### config.mk
export PLATFORM = sky130hd
export DESIGN_NAME = wlm_wake_line_manager
export DESIGN_NICKNAME = d
export VERILOG_FILES = /design/src/logic/wlm_wake_line_manager.v
export VERILOG_INCLUDE_DIRS = /design/src /design/src/logic
export SDC_FILE = /design/constraint.sdc
export NUM_CORES = 1
export LEC_CHECK = 0
export BUFFER_PORTS_ARGS = -buffer_cell sky130_fd_sc_hd__buf_2
export CAP_MARGIN = 20
export CORE_ASPECT_RATIO = 1.25
export CORE_MARGIN = 4
export CORE_UTILIZATION = 25
export DETAILED_ROUTE_END_ITERATION = 6
export GPL_TIMING_DRIVEN = 1
export SLEW_MARGIN = 20
export SYNTH_ARGS = -nofsm -noshare
export SYNTH_HDL_FRONTEND = slang
export SYNTH_SLANG_ARGS = --single-unit
### constraint.sdc
create_clock -name pclk -period 2.8 [get_ports pclk]
set_clock_uncertainty 0.2 [all_clocks]
set_input_delay 0.14 -clock pclk [delete_from_list [all_inputs] [get_ports pclk]]
set_output_delay 0.14 -clock pclk [all_outputs]
set_load 0.02 [all_outputs]
### src/logic/wlm_defs.vh
/*
 Register indices, field positions, reset values and timing counts
 of the wake-up line manager.
 Assumes a 100 MHz pclk and an APB byte address of four times the index.
*/
`ifndef WLM_DEFS_VH
`define WLM_DEFS_VH

// ----------------------------------------------------------------
// Register indices (byte address = index * 4)
// ----------------------------------------------------------------
`define WLM_IDX_STATUS   8'hf8
`define WLM_IDX_CTRL     8'hf9
`define WLM_IDX_MASK_H   8'hfa
`define WLM_IDX_MASK_L   8'hfb
`define WLM_IDX_EDGE_H   8'hfc
`define WLM_IDX_EDGE_L   8'hfd
`define WLM_IDX_PEND_H   8'hfe
`define WLM_IDX_PEND_L   8'hff

// ----------------------------------------------------------------
// Field positions and reset values
// ----------------------------------------------------------------
`define WLM_CTRL_WAKE    0
`define WLM_CTRL_SRC     1
`define WLM_CTRL_STOP    2
`define WLM_STAT_EXIT    0
`define WLM_STAT_INSTOP  1
`define WLM_RST_BYTE     8'h00
`define WLM_RST_LINES    16'h0000

// ----------------------------------------------------------------
// Timing: oscillator restart time in ns, and its cycle count
// ----------------------------------------------------------------
`define WLM_OSC_NS       10000
`define WLM_CLK_NS       10
`define WLM_OSC_CYC      ((`WLM_OSC_NS + `WLM_CLK_NS - 1) / `WLM_CLK_NS)

`endif

### src/logic/wlm_wake_line_manager.v
/*
 Wake-up line manager: sixteen edge-triggered wake-up lines with
 mask, polarity and pending bits, the shared interrupt channel source
 select, and the three-write STOP entry sequence with its exit.
 Assumes one 100 MHz clock, an APB master on the same clock, and
 interrupt/DMA acknowledge pulses from core logic on that clock.
*/
`timescale 1ns/1ns
`default_nettype none
`include "wlm_defs.vh"

module wlm_wake_line_manager (
   input  wire        pclk,
   input  wire        presetn,
   input  wire        psel,
   input  wire        penable,
   input  wire        pwrite,
   input  wire [11:0] paddr,
   input  wire [31:0] pwdata,
   output reg  [31:0] prdata,
   output reg         pready,
   output reg         pslverr,
   input  wire [15:0] wake_line,
   input  wire        dedicated_ext_irq_pin,
   input  wire        irq_ack,
   output reg         shared_ext_irq_channel,
   output reg         shared_irq_rise,
   output reg         wake_event,
   output reg         stop_mode,
   output reg         stop_exit_flag
);

   // ----------------------------------------------------------------
   // Sequence states
   // ----------------------------------------------------------------
   localparam [2:0] SQ_IDLE = 3'd0;
   localparam [2:0] SQ_ONE  = 3'd1;
   localparam [2:0] SQ_ZERO = 3'd2;
   localparam [2:0] SQ_STOP = 3'd3;
   localparam [2:0] SQ_WAKE = 3'd4;
   localparam [2:0] SQ_BAD1 = 3'd5;
   localparam [2:0] SQ_BAD0 = 3'd6;
   localparam [31:0] OSC_CYC_W = `WLM_OSC_CYC;
   localparam [9:0]  OSC_CYC   = OSC_CYC_W[9:0];

   // Word-aligned match of an APB address against a register index
   function sel;
      input [11:0] a;
      input [7:0]  idx;
      begin
         sel = (a[11:2] == {2'b00, idx}) && (a[1:0] == 2'b00);
      end
   endfunction

   // ----------------------------------------------------------------
   // Storage
   // ----------------------------------------------------------------
   reg [1:0]  ctrl_r;
   reg [15:0] mask_r;
   reg [15:0] edge_r;
   reg [15:0] pend_r;
   reg [15:0] pend_nxt;
   reg [15:0] sync1_r;
   reg [15:0] sync2_r;
   reg [15:0] prev_r;
   reg        ded1_r;
   reg        ded2_r;
   reg [2:0]  seq_r;
   reg [2:0]  seq_nxt;
   reg [9:0]  osc_cnt_r;
   reg [31:0] rd_nxt;
   reg        map_ok;

   wire [15:0] set_vec;
   wire [15:0] unmasked;
   wire        any_unmasked;
   wire        wake_src;
   wire        combined;
   wire        wr_done;
   wire        rd_acc;
   wire        ctrl_wr;
   wire        reg_write;
   wire        line_event;
   wire        seq_ok;
   wire        stop_bit;
   wire        pend_drop;

   // ----------------------------------------------------------------
   // APB handshake
   // ----------------------------------------------------------------
   // One wait state: pready rises in the second access cycle,
   // so read data can come straight from a flip-flop.
   assign rd_acc  = psel & penable & ~pready;
   assign wr_done = psel & penable & pready & pwrite;
   assign ctrl_wr = wr_done & sel(paddr, `WLM_IDX_CTRL);

   always @(posedge pclk or negedge presetn) begin
      if (!presetn) begin
         pready  <= 1'b0;
         prdata  <= 32'h0000_0000;
         pslverr <= 1'b0;
      end else begin
         pready  <= rd_acc;
         prdata  <= rd_acc ? rd_nxt : 32'h0000_0000;
         pslverr <= rd_acc & ~map_ok;
      end
   end

   // Read mux; unmapped words read zero and answer with pslverr
   always @* begin
      rd_nxt = 32'h0000_0000;
      map_ok = 1'b1;
      case (paddr)
         {2'b00, `WLM_IDX_STATUS, 2'b00}: begin
            rd_nxt[`WLM_STAT_EXIT]   = stop_exit_flag;
            rd_nxt[`WLM_STAT_INSTOP] = stop_mode;
         end
         {2'b00, `WLM_IDX_CTRL, 2'b00}: begin
            rd_nxt[`WLM_CTRL_WAKE] = ctrl_r[`WLM_CTRL_WAKE];
            rd_nxt[`WLM_CTRL_SRC]  = ctrl_r[`WLM_CTRL_SRC];
            rd_nxt[`WLM_CTRL_STOP] = stop_bit;
         end
         {2'b00, `WLM_IDX_MASK_H, 2'b00}: rd_nxt[7:0] = mask_r[15:8];
         {2'b00, `WLM_IDX_MASK_L, 2'b00}: rd_nxt[7:0] = mask_r[7:0];
         {2'b00, `WLM_IDX_EDGE_H, 2'b00}: rd_nxt[7:0] = edge_r[15:8];
         {2'b00, `WLM_IDX_EDGE_L, 2'b00}: rd_nxt[7:0] = edge_r[7:0];
         {2'b00, `WLM_IDX_PEND_H, 2'b00}: rd_nxt[7:0] = pend_r[15:8];
         {2'b00, `WLM_IDX_PEND_L, 2'b00}: rd_nxt[7:0] = pend_r[7:0];
         default: map_ok = 1'b0;
      endcase
   end

   // ----------------------------------------------------------------
   // Configuration registers
   // ----------------------------------------------------------------
   // The STOP bit is not stored here: it is read from the sequencer.
   always @(posedge pclk or negedge presetn) begin
      if (!presetn) begin
         ctrl_r <= 2'b00;
         mask_r <= `WLM_RST_LINES;
         edge_r <= `WLM_RST_LINES;
      end else begin
         if (ctrl_wr)
            ctrl_r <= pwdata[1:0];
         if (wr_done && sel(paddr, `WLM_IDX_MASK_H))
            mask_r[15:8] <= pwdata[7:0];
         if (wr_done && sel(paddr, `WLM_IDX_MASK_L))
            mask_r[7:0] <= pwdata[7:0];
         if (wr_done && sel(paddr, `WLM_IDX_EDGE_H))
            edge_r[15:8] <= pwdata[7:0];
         if (wr_done && sel(paddr, `WLM_IDX_EDGE_L))
            edge_r[7:0] <= pwdata[7:0];
      end
   end

   // ----------------------------------------------------------------
   // Line synchronisers and edge detection
   // ----------------------------------------------------------------
   // Pins are asynchronous, so two flops precede any edge logic.
   always @(posedge pclk or negedge presetn) begin
      if (!presetn) begin
         sync1_r <= `WLM_RST_LINES;
         sync2_r <= `WLM_RST_LINES;
         prev_r  <= `WLM_RST_LINES;
         ded1_r  <= 1'b0;
         ded2_r  <= 1'b0;
      end else begin
         sync1_r <= wake_line;
         sync2_r <= sync1_r;
         prev_r  <= sync2_r;
         ded1_r  <= dedicated_ext_irq_pin;
         ded2_r  <= ded1_r;
      end
   end

   // Each line picks its own trigger edge
   genvar gi;
   generate
      for (gi = 0; gi < 16; gi = gi + 1) begin : g_line
         assign set_vec[gi] = edge_r[gi] ?
            (sync2_r[gi] & ~prev_r[gi]) :
            (~sync2_r[gi] & prev_r[gi]);
      end
   endgenerate

   // ----------------------------------------------------------------
   // Pending bits
   // ----------------------------------------------------------------
   // Writes load the byte (1 sets, 0 clears); a same-cycle edge wins,
   // so a read-modify-write clear never loses a fresh event.
   always @* begin
      pend_nxt = pend_r | set_vec;
      if (wr_done && sel(paddr, `WLM_IDX_PEND_H))
         pend_nxt[15:8] = pwdata[7:0] | set_vec[15:8];
      if (wr_done && sel(paddr, `WLM_IDX_PEND_L))
         pend_nxt[7:0] = pwdata[7:0] | set_vec[7:0];
   end

   always @(posedge pclk or negedge presetn) begin
      if (!presetn)
         pend_r <= `WLM_RST_LINES;
      else
         pend_r <= pend_nxt;
   end

   // ----------------------------------------------------------------
   // Shared channel and wake-up event
   // ----------------------------------------------------------------
   assign unmasked     = mask_r & pend_r;
   assign any_unmasked = |unmasked;
   // With SRC set, a write that clears an unmasked pending bit pulls the channel low
   // for one cycle, so a bit still pending gives a fresh rising edge.
   assign pend_drop    = |(mask_r & pend_r & ~pend_nxt);
   assign wake_src     = ctrl_r[`WLM_CTRL_WAKE] & any_unmasked;
   assign combined     = ctrl_r[`WLM_CTRL_SRC] ? (any_unmasked & ~pend_drop)
                                               : ded2_r;

   // The channel only latches a request on a rising edge, so the drop
   // after a clear lets a level that stays high raise a second request.
   always @(posedge pclk or negedge presetn) begin
      if (!presetn) begin
         shared_ext_irq_channel <= 1'b0;
         shared_irq_rise        <= 1'b0;
         wake_event             <= 1'b0;
      end else begin
         shared_ext_irq_channel <= combined;
         shared_irq_rise        <= combined & ~shared_ext_irq_channel;
         wake_event             <= wake_src;
      end
   end

   // ----------------------------------------------------------------
   // STOP sequencer
   // ----------------------------------------------------------------
   // Every register write counts, including those made by an
   // acknowledged interrupt or DMA, so any of them breaks the chain.
   assign reg_write  = wr_done | irq_ack;
   assign line_event = |(mask_r & set_vec & ~pend_r);
   assign seq_ok     = pwdata[`WLM_CTRL_WAKE] & ~any_unmasked
                       & (|mask_r) & ~line_event & ~irq_ack;
   assign stop_bit   = (seq_r == SQ_ONE) | (seq_r == SQ_STOP);

   always @* begin
      seq_nxt = seq_r;
      case (seq_r)
         SQ_IDLE: begin
            if (ctrl_wr && pwdata[`WLM_CTRL_STOP] && !irq_ack)
               seq_nxt = SQ_ONE;
         end
         SQ_ONE: begin
            if (irq_ack || line_event)
               seq_nxt = SQ_BAD1;
            else if (ctrl_wr && !pwdata[`WLM_CTRL_STOP])
               seq_nxt = SQ_ZERO;
            else if (ctrl_wr)
               seq_nxt = SQ_ONE;
            else if (reg_write)
               seq_nxt = SQ_BAD1;
         end
         SQ_ZERO: begin
            if (irq_ack || line_event)
               seq_nxt = SQ_BAD0;
            else if (ctrl_wr && pwdata[`WLM_CTRL_STOP] && seq_ok)
               seq_nxt = SQ_STOP;
            else if (ctrl_wr)
               seq_nxt = SQ_IDLE;
            else if (reg_write)
               seq_nxt = SQ_BAD0;
         end
         // A broken triple still consumes its remaining writes, so its
         // closing 1 cannot start a new sequence and STOP reads 0.
         SQ_BAD1: begin
            if (ctrl_wr && !pwdata[`WLM_CTRL_STOP])
               seq_nxt = SQ_BAD0;
            else if (ctrl_wr)
               seq_nxt = SQ_IDLE;
         end
         SQ_BAD0: begin
            if (ctrl_wr)
               seq_nxt = SQ_IDLE;
         end
         SQ_STOP: begin
            if (wake_src)
               seq_nxt = SQ_WAKE;
         end
         SQ_WAKE: begin
            if (osc_cnt_r == 10'd0)
               seq_nxt = SQ_IDLE;
         end
         default: seq_nxt = SQ_IDLE;
      endcase
   end

   // Oscillator restart delay runs from the wake event
   always @(posedge pclk or negedge presetn) begin
      if (!presetn) begin
         seq_r     <= SQ_IDLE;
         osc_cnt_r <= 10'd0;
         stop_mode <= 1'b0;
      end else begin
         seq_r <= seq_nxt;
         if (seq_r == SQ_STOP)
            osc_cnt_r <= OSC_CYC - 10'd1;
         else if (osc_cnt_r != 10'd0)
            osc_cnt_r <= osc_cnt_r - 10'd1;
         stop_mode <= (seq_nxt == SQ_STOP) | (seq_nxt == SQ_WAKE);
      end
   end

   // ----------------------------------------------------------------
   // Stop-exit flag
   // ----------------------------------------------------------------
   // Set by a real exit and held until software writes 0; the set
   // beats a clear in the same cycle. An acknowledge that filters
   // the entry request clears it.
   always @(posedge pclk or negedge presetn) begin
      if (!presetn)
         stop_exit_flag <= 1'b0;
      else if (seq_r == SQ_WAKE && osc_cnt_r == 10'd0)
         stop_exit_flag <= 1'b1;
      else if (irq_ack && (seq_r == SQ_ONE || seq_r == SQ_ZERO))
         stop_exit_flag <= 1'b0;
      else if (wr_done && sel(paddr, `WLM_IDX_STATUS) &&
               !pwdata[`WLM_STAT_EXIT])
         stop_exit_flag <= 1'b0;
   end

endmodule

`default_nettype wire

## Yosys cells after proc, flatten, opt, wreduce, memory -nomap -nowiden

Cells that the tools add are included.

| word-level totals | value |
|---|---|
| bits in registers | 128 |
| latch bits | 0 |
| RAM bits | 0 |
| bits in read-only memories | 0 |
| bits of input ports | 67 |
| output and inout bits | 39 |
| word-level logic and storage cells | 223 |
| memories | 0 |

| operators by class | value |
|---|---|
| $add $sub $neg | 1 |
| multipliers | 0 |
| div/mod/pow operators | 0 |
| $lt $le $gt $ge | 0 |
| eq/ne operators | 24 |
| shift-type cells | 0 |
| muxes and demuxes | 43 |
| bitwise logic cells | 96 |
| reductions and logical operators | 38 |

Operators by type and width:

| kind | count |
|---|---|
| == test 12 x 10 -> 1 bit, second input constant | 8 |
| == test 10 x 8 -> 1 bit, second input constant | 8 |
| AND 16 bit | 4 |
| OR reduction 16 bit | 4 |
| AND 1 bit | 45 |
| two-way mux 3 bit | 13 |
| NOT 1 bit | 39 |
| NOT 16 bit | 2 |
| one-hot mux 5 bit (6 select lines) | 1 |
| two-way mux 8 bit | 3 |
| logical AND 1 bit | 22 |
| two-way mux 1 bit | 21 |
| one-hot mux 3 bit (7 select lines) | 1 |
| two-way mux 10 bit | 2 |
| bitwise OR 16 bit | 1 |
| bitwise OR 8 bit | 2 |
| one-hot mux 2 bit (8 select lines) | 1 |
| == test 3 bit, second input constant | 4 |
| zero test 10 bit | 1 |
| nonzero test 10 bit | 1 |
| subtractor 10 x 1 -> 10 bit, second input constant | 1 |
| == test 3 x 2 -> 1 bit, second input constant | 3 |
| OR reduction 8 bit | 1 |
| one-hot mux 1 bit (7 select lines) | 1 |
| 8 further kinds | 13 |

## Longest topological paths before layout

| logic depth | value |
|---|---|
| depth in word-level cells | 15 |
| gate-level depth with buffers | 8 |
| depth with buffers taken out | 8 |

## Least setup slack after synthesis

No wires, ideal clock.

| path | value |
|---|---|
| kind | reg2reg |
| start | register edge_r[14] |
| end | register stop_mode |
| library setup time | 0.119 ns |
| arrival time | 2.016 ns |
| data required time | 2.481 ns |
| setup slack | 0.465 ns |
| cell stages (with the launch flop) | 8 |
| path buffers | 0 |
| clock period less this slack | 2.335 ns |
| path through | dfrtp_1 -> nor2b_1 -> a21oi_1 -> o2111ai_1 -> nor4_1 -> nand4_1 -> a221o_1 -> a21bo_1 |

| on the way | value |
|---|---|
| word-level cells in the longest chain between the ends | 13 |
| elaborated cells on any way between the ends | 16 |
| those cells by class | eq/ne (2); mux (5); bitwise (6); reduce/logical (3) |

RTL lines:

| item | line | RTL |
|---|---|---|
| from (decl) | wlm_wake_line_manager.v:60 | `reg [15:0] edge_r;` |
| from (signal assigned) | wlm_wake_line_manager.v:141 | `` edge_r <= `WLM_RST_LINES; `` |
| from (signal assigned) | wlm_wake_line_manager.v:150 | `edge_r[15:8] <= pwdata[7:0];` |
| two-way mux 1 bit * | wlm_wake_line_manager.v:180 | `assign set_vec[gi] = edge_r[gi] ?` |
| AND 16 bit * (2 in series) | wlm_wake_line_manager.v:238 | `assign line_event = \|(mask_r & set_vec & ~pend_r);` |
| OR reduction 16 bit * | wlm_wake_line_manager.v:238 |  |
| NOT 1 bit | wlm_wake_line_manager.v:240 | `& (\|mask_r) & ~line_event & ~irq_ack;` |
| AND 1 bit (2 in series) | wlm_wake_line_manager.v:239 | `` assign seq_ok = pwdata[`WLM_CTRL_WAKE] & ~any_unmasked `` |
| logical AND 1 bit | wlm_wake_line_manager.v:263 | `` else if (ctrl_wr && pwdata[`WLM_CTRL_STOP] && seq_ok) `` |
| two-way mux 3 bit | wlm_wake_line_manager.v:263 |  |
| two-way mux 3 bit | wlm_wake_line_manager.v:261 | `if (irq_ack \|\| line_event)` |
| one-hot mux 3 bit (7 select lines) * | wlm_wake_line_manager.v:245 | `case (seq_r)` |
| net seq_nxt[1] | wlm_wake_line_manager.v:69 | `reg [2:0] seq_nxt;` |
| == test 3 x 2 -> 1 bit / == test 3 bit (equally long branches) | wlm_wake_line_manager.v:306 | `stop_mode <= (seq_nxt == SQ_STOP) \| (seq_nxt == SQ_WAKE);` |
| bitwise OR 1 bit * | wlm_wake_line_manager.v:306 |  |
| to (signal assigned) | wlm_wake_line_manager.v:306 |  |
| to (decl) | wlm_wake_line_manager.v:29 | `output reg stop_mode,` |

Mark *: on every way through the listed nets, which the timed path passes. The rest lies on a longest branch.
A chain may end at the register's enable or synchronous reset.

## Final worst setup path

| path | value |
|---|---|
| start | register sync2_r[3] |
| end | register stop_mode |

| on the way | value |
|---|---|
| word-level cells in the longest chain between the ends | 15 |
| elaborated cells on any way between the ends | 19 |
| those cells by class | eq/ne (2); mux (5); bitwise (9); reduce/logical (3) |

RTL lines:

| item | line | RTL |
|---|---|---|
| from (decl) | wlm_wake_line_manager.v:64 | `reg [15:0] sync2_r;` |
| from (signal assigned) | wlm_wake_line_manager.v:163 | `` sync2_r <= `WLM_RST_LINES; `` |
| from (signal assigned) | wlm_wake_line_manager.v:169 | `sync2_r <= sync1_r;` |
| NOT 1 bit | wlm_wake_line_manager.v:182 | `(~sync2_r[gi] & prev_r[gi]);` |
| AND 1 bit | wlm_wake_line_manager.v:182 |  |
| two-way mux 1 bit * | wlm_wake_line_manager.v:180 |  |
| AND 16 bit * (2 in series) | wlm_wake_line_manager.v:238 |  |
| OR reduction 16 bit * | wlm_wake_line_manager.v:238 |  |
| NOT 1 bit | wlm_wake_line_manager.v:240 |  |
| AND 1 bit (2 in series) | wlm_wake_line_manager.v:239 |  |
| logical AND 1 bit | wlm_wake_line_manager.v:263 |  |
| two-way mux 3 bit | wlm_wake_line_manager.v:263 |  |
| two-way mux 3 bit | wlm_wake_line_manager.v:261 |  |
| one-hot mux 3 bit (7 select lines) * | wlm_wake_line_manager.v:245 |  |
| net seq_nxt[1] | wlm_wake_line_manager.v:69 |  |
| == test 3 x 2 -> 1 bit / == test 3 bit (equally long branches) | wlm_wake_line_manager.v:306 |  |
| bitwise OR 1 bit * | wlm_wake_line_manager.v:306 |  |

Marks and branches as above.

==> run_results.csv <==
group,metric,value,unit
logic_synthesis,yosysTopAreaCellShare,54.0,%
die,die_h,180,µm
die,num_ports,106,
worst_setup_path,critical_path_required,2.90,ns
routing,drt_pre_antenna_iters,6,
layout,area_delta_synth_final,26.6,%
hold_path,hold_class,"primary input to async pin",
worst_setup_path,critical_path.reg2reg.startpoint,"sync2_r[3]$_DFF_PN0_",
worst_setup_path,critical_path_peak_fanout,5,
global_route,grt_pass1_wl,24800,µm
die,design.core.area,23200,µm²
routing,detail_route.wirelength,15200,µm
cts,clkTransAtPathRegs,0.05,ns
placement,place.detailed.hpwl,10800,µm
cts,numCtsBuffers,17,
worst_setup_path,criticalPathCategory,"flop to flop",
die,rows,62,
logic_synthesis,ys_ff_latch,128,
placement,dp.cells,856,
power_and_ir_drop,comb_power_share,11.4,%
layout,stdcell_count,918,
sta,setup-tns-final,0,ns
cts,clock_tree_from_tritoncts,"yes",
sta,grt_setup_unrepaired,"false",
cts,clockBufferDepth,2,
cts,skew_pair_late_insertion_delay,0.42,ns
logic_synthesis,postSynthCellCount,501,
worst_setup_path,critPathCaptureType,"flop",
power_and_ir_drop,cellLeakagePower,3.36,nW
run,maxCapViolCount,0,
logic_synthesis,netlist_top_cells_area,"sky130_fd_sc_hd__dfrtp_1 54%, sky130_fd_sc_hd__mux2_2 5.9%, sky130_fd_sc_hd__buf_4 3.0%, sky130_fd_sc_hd__mux2i_1 2.7%, sky130_fd_sc_hd__mux4_2 2.7%",
die,start_util,25.6,%
layout,n_antenna_cell,0,
power_and_ir_drop,share_seq_of_total_power,43.0,%
global_route,total_track_usage,12.1,%
cts,clock_root_buffer,"sky130_fd_sc_hd__clkbuf_16",
routing,drt-wirelength-per-cell,16.5,µm
worst_setup_path,setup.worst_path.start_class,"flop",
sta,max_freq,378,MHz
worst_setup_path,critical_path.reg2reg.endpoint,"stop_mode$_DFF_PN0_",
routing,ant_nets,0,
die,fp.dieW,146,µm
logic_synthesis,synth-main-ff-cell,"sky130_fd_sc_hd__dfrtp_1",
logic_synthesis,synth-async-reset-ratio,100,%
sta,timing.slew.headroom,61.4,%
logic_synthesis,post_synth_num_cell_types,64,
power_and_ir_drop,internal-power,3.70,mW
layout,drive_gt1_share,25.4,%
logic_synthesis,synth-seq-area-share,54.0,%
power_and_ir_drop,pwr-share-clk,45.5,%
global_route,pin_count_of_the_biggest_net_entering_global_routing,48,
sta,tightestPinTransition,0.577,ns
routing,viasPerCell,4.81,
power_and_ir_drop,ir_worst_vdd,354,µV
sta,timing.final.max_slew_violations,0,
cts,cts_sinks,128,
logic_synthesis,synthDominantAreaCellType,"sky130_fd_sc_hd__dfrtp_1",
placement,buffer_ports.inserted,57,
power_and_ir_drop,switching_power,1.19,mW
worst_setup_path,timing.critical_path.from,"sync2_r[3]$_DFF_PN0_",
logic_synthesis,synth_enable_flop_cells,0,
power_and_ir_drop,netSwitchingFraction,24.4,%
worst_setup_path,setup.reg_to_reg.worst_slack,0.15,ns
routing,initialDrtViolationCount,340,
sta,report.final.setup_viol,0,
logic_synthesis,mappedNetlistArea,5930,µm²
cts,cts_htree_levels,4,
logic_synthesis,synth_warnings,0,
sta,timing_hold_violations_final,0,
layout,filler_cell_count,2322,
worst_setup_path,timing.reg2reg.worst_path_depth,8,
worst_setup_path,crit_end,"stop_mode$_DFF_PN0_",
die,die-area,26200,µm²
sta,final_period_minus_worst_setup_slack,2.65,ns
placement,finalWeightedCongestion,0.928,
layout,finish.net_count,686,
global_route,antenna_violations_before_repair,0,
status,status,"completed",
routing,drc_errors,0,
worst_setup_path,cp_data_arrival_time,2.75,ns
power_and_ir_drop,power.density_cell_area,651,nW/µm²
logic_synthesis,syn_avg_cell_area,11.8,µm²
routing,via_count,4418,
global_route,first_global_vias,4390,
sta,share_of_the_clock_period_used_by_the_worst_path_after_layout,94.6,%
global_route,global_route.overflow_total,0,
[cells by family after synthesis]
kind of cell | count (synthesis) | share of synthesized area [%]
AO/OA/AOI/OAI | 72 | 8.32
buffers and inverters | 46 | 5.11
multiplexers | 56 | 11.9
other | 1 | 0.0633
adder cells (fa/ha/maj) | 1 | 0.211
AND/OR/NAND/NOR | 193 | 19.8
flip-flops | 128 | 54.0
XOR/XNOR | 4 | 0.591
[through the flow]
stage	hold slack [ns]	utilization [%]	total power [mW]	area (µm²)	setup slack (ns)
after floorplan	-0.356	-	2.49	6010	0.465
after CTS	0.0546	32.3	4.96	7500	0.117
after global routing	0.0800	32.3	5.14	7500	0.00432
after detailed placement	-0.150	28.4	2.66	6590	0.130
final	0.0704	32.3	4.89	7500	0.152
after global placement	-0.147	28.4	2.65	6590	0.148
[state kept, by name, indices dropped and copies added, names as in the netlist, 2 cells and up]
signal / cells
osc_cnt_r: 10
seq_r: 3
ctrl_r: 2
mask_r: 16
pend_r: 16
prev_r: 16
sync1_r: 16
sync2_r: 16
edge_r: 16
prdata: 8
[cell usage after synthesis, types with 2 or more instances]
cell / instances
sky130_fd_sc_hd__nor3b_1: 13
sky130_fd_sc_hd__nor4_4: 2
sky130_fd_sc_hd__nor2b_1: 9
sky130_fd_sc_hd__and4_1: 2
sky130_fd_sc_hd__mux2i_1: 16
sky130_fd_sc_hd__and2_2: 2
sky130_fd_sc_hd__nor2_1: 33
sky130_fd_sc_hd__a32o_1: 2
sky130_fd_sc_hd__mux2_2: 31
sky130_fd_sc_hd__nor4b_1: 2
sky130_fd_sc_hd__buf_4: 24
sky130_fd_sc_hd__dfrtp_1: 128
sky130_fd_sc_hd__nand4_1: 10
sky130_fd_sc_hd__a221oi_1: 3
sky130_fd_sc_hd__and3_1: 6
sky130_fd_sc_hd__nand3b_1: 2
sky130_fd_sc_hd__nor3_1: 5
sky130_fd_sc_hd__nand3_1: 6
sky130_fd_sc_hd__nor2_2: 2
sky130_fd_sc_hd__o21ai_0: 14
sky130_fd_sc_hd__a211o_1: 2
sky130_fd_sc_hd__nand4b_1: 16
sky130_fd_sc_hd__nand2b_1: 9
sky130_fd_sc_hd__a21oi_1: 21
sky130_fd_sc_hd__buf_2: 2
sky130_fd_sc_hd__nand2_1: 39
sky130_fd_sc_hd__a222oi_1: 5
sky130_fd_sc_hd__a22oi_1: 10
sky130_fd_sc_hd__inv_1: 9
sky130_fd_sc_hd__mux4_2: 7
sky130_fd_sc_hd__clkbuf_1: 6
sky130_fd_sc_hd__nor4_1: 10
sky130_fd_sc_hd__and3b_1: 14
sky130_fd_sc_hd__clkbuf_8: 3
sky130_fd_sc_hd__xnor2_1: 4
sky130_fd_sc_hd__o32ai_1: 4
[power by group through the flow]
stage               Clock [mW]  Sequential [mW]  Combinational (mW)
finish                    2.23             2.10               0.559
global route              2.38             2.12               0.642
CTS                       2.29             2.10               0.567
detailed placement           0             2.13               0.529
global placement             0             2.13               0.520
floorplan                    0             2.11               0.371
[per-layer routing]
| metal | vias to the layer above | global-route usage, % | share of wire [%] |
|---|---|---|---|
| li1 | 2047 | - | - |
| met1 | 2173 | 15.8 | 44 |
| met3 | 27 | 3.57 | 5.9 |
| met4 | 0 | 4.79 | 2.6 |
| met5 | - | 0 | 0 |
| met2 | 171 | 18.7 | 47 |
[what timing repair did]
item	4_1_cts	5_1_grt
endpoints found under the hold margin	203	0
buffers inserted	0	0
endpoints found under the setup margin	0	1
gates resized for setup	0	1
hold buffers	31	0
[final cells by class]
cell class	count	area (µm²)	share of cell area [%]
Tap cell	288	360	4.80
Clock buffer	25	485	6.47
Clock inverter	6	105	1.40
Inverter	10	37.5	0.500
Timing Repair Buffer	111	797	10.6
Multi-Input combinational cell	350	2510	33.5
Sequential cell	128	3200	42.7
[placed cells by master (no fill, tap or decap), types with 3 or more instances in the layout]
master	instances
sky130_fd_sc_hd__xnor2_1	4
sky130_fd_sc_hd__inv_1	9
sky130_fd_sc_hd__nor2_1	33
sky130_fd_sc_hd__o32ai_1	4
sky130_fd_sc_hd__nand2_1	39
sky130_fd_sc_hd__nand2b_1	9
sky130_fd_sc_hd__clkbuf_8	3
sky130_fd_sc_hd__nand4_1	10
sky130_fd_sc_hd__and3b_1	14
sky130_fd_sc_hd__and3_1	6
sky130_fd_sc_hd__bufinv_16	3
sky130_fd_sc_hd__a22oi_1	10
sky130_fd_sc_hd__mux2i_1	16
sky130_fd_sc_hd__clkbuf_16	17
sky130_fd_sc_hd__dlygate4sd3_1	30
sky130_fd_sc_hd__dfrtp_1	128
sky130_fd_sc_hd__a222oi_1	5
sky130_fd_sc_hd__a21oi_1	21
sky130_fd_sc_hd__nor2b_1	9
sky130_fd_sc_hd__o21ai_0	14
sky130_fd_sc_hd__mux4_2	7
sky130_fd_sc_hd__nor4_1	9
sky130_fd_sc_hd__buf_2	56
sky130_fd_sc_hd__clkbuf_1	5
sky130_fd_sc_hd__buf_4	22
sky130_fd_sc_hd__clkinv_2	3
sky130_fd_sc_hd__a221oi_1	3
sky130_fd_sc_hd__nor3_1	5
sky130_fd_sc_hd__nand4b_1	16
sky130_fd_sc_hd__nand3_1	6
sky130_fd_sc_hd__conb_1	24
sky130_fd_sc_hd__nor3b_1	13
sky130_fd_sc_hd__mux2_2	31
[critical path, stage by stage, from the launching register on]
cell and delay (ns):
sky130_fd_sc_hd__dfrtp_1 0.39, sky130_fd_sc_hd__and3b_1 0.18, sky130_fd_sc_hd__a21oi_1 0.34, sky130_fd_sc_hd__o32ai_1 0.13, sky130_fd_sc_hd__nor4_1 0.39, sky130_fd_sc_hd__buf_4 0.21
sky130_fd_sc_hd__nand4_1 0.10, sky130_fd_sc_hd__a221o_1 0.40, sky130_fd_sc_hd__a21bo_1 0.20
[how the worst min path moves through the flow]
stage	endpoint	slack, ns	depth (start not counted)
2_1_floorplan	ctrl_r[0]$_DFFE_PN0N_	-0.36	0
3_3_place_gp	sync1_r[13]$_DFF_PN0_	-0.15	1
3_5_place_dp	pend_r[11]$_DFF_PN0_	-0.15	1
4_1_cts	sync1_r[5]$_DFF_PN0_	0.05	3
5_1_grt	prev_r[3]$_DFF_PN0_	0.08	3
6_report	sync1_r[5]$_DFF_PN0_	0.07	3
Power figures use the tool's default switching activity.
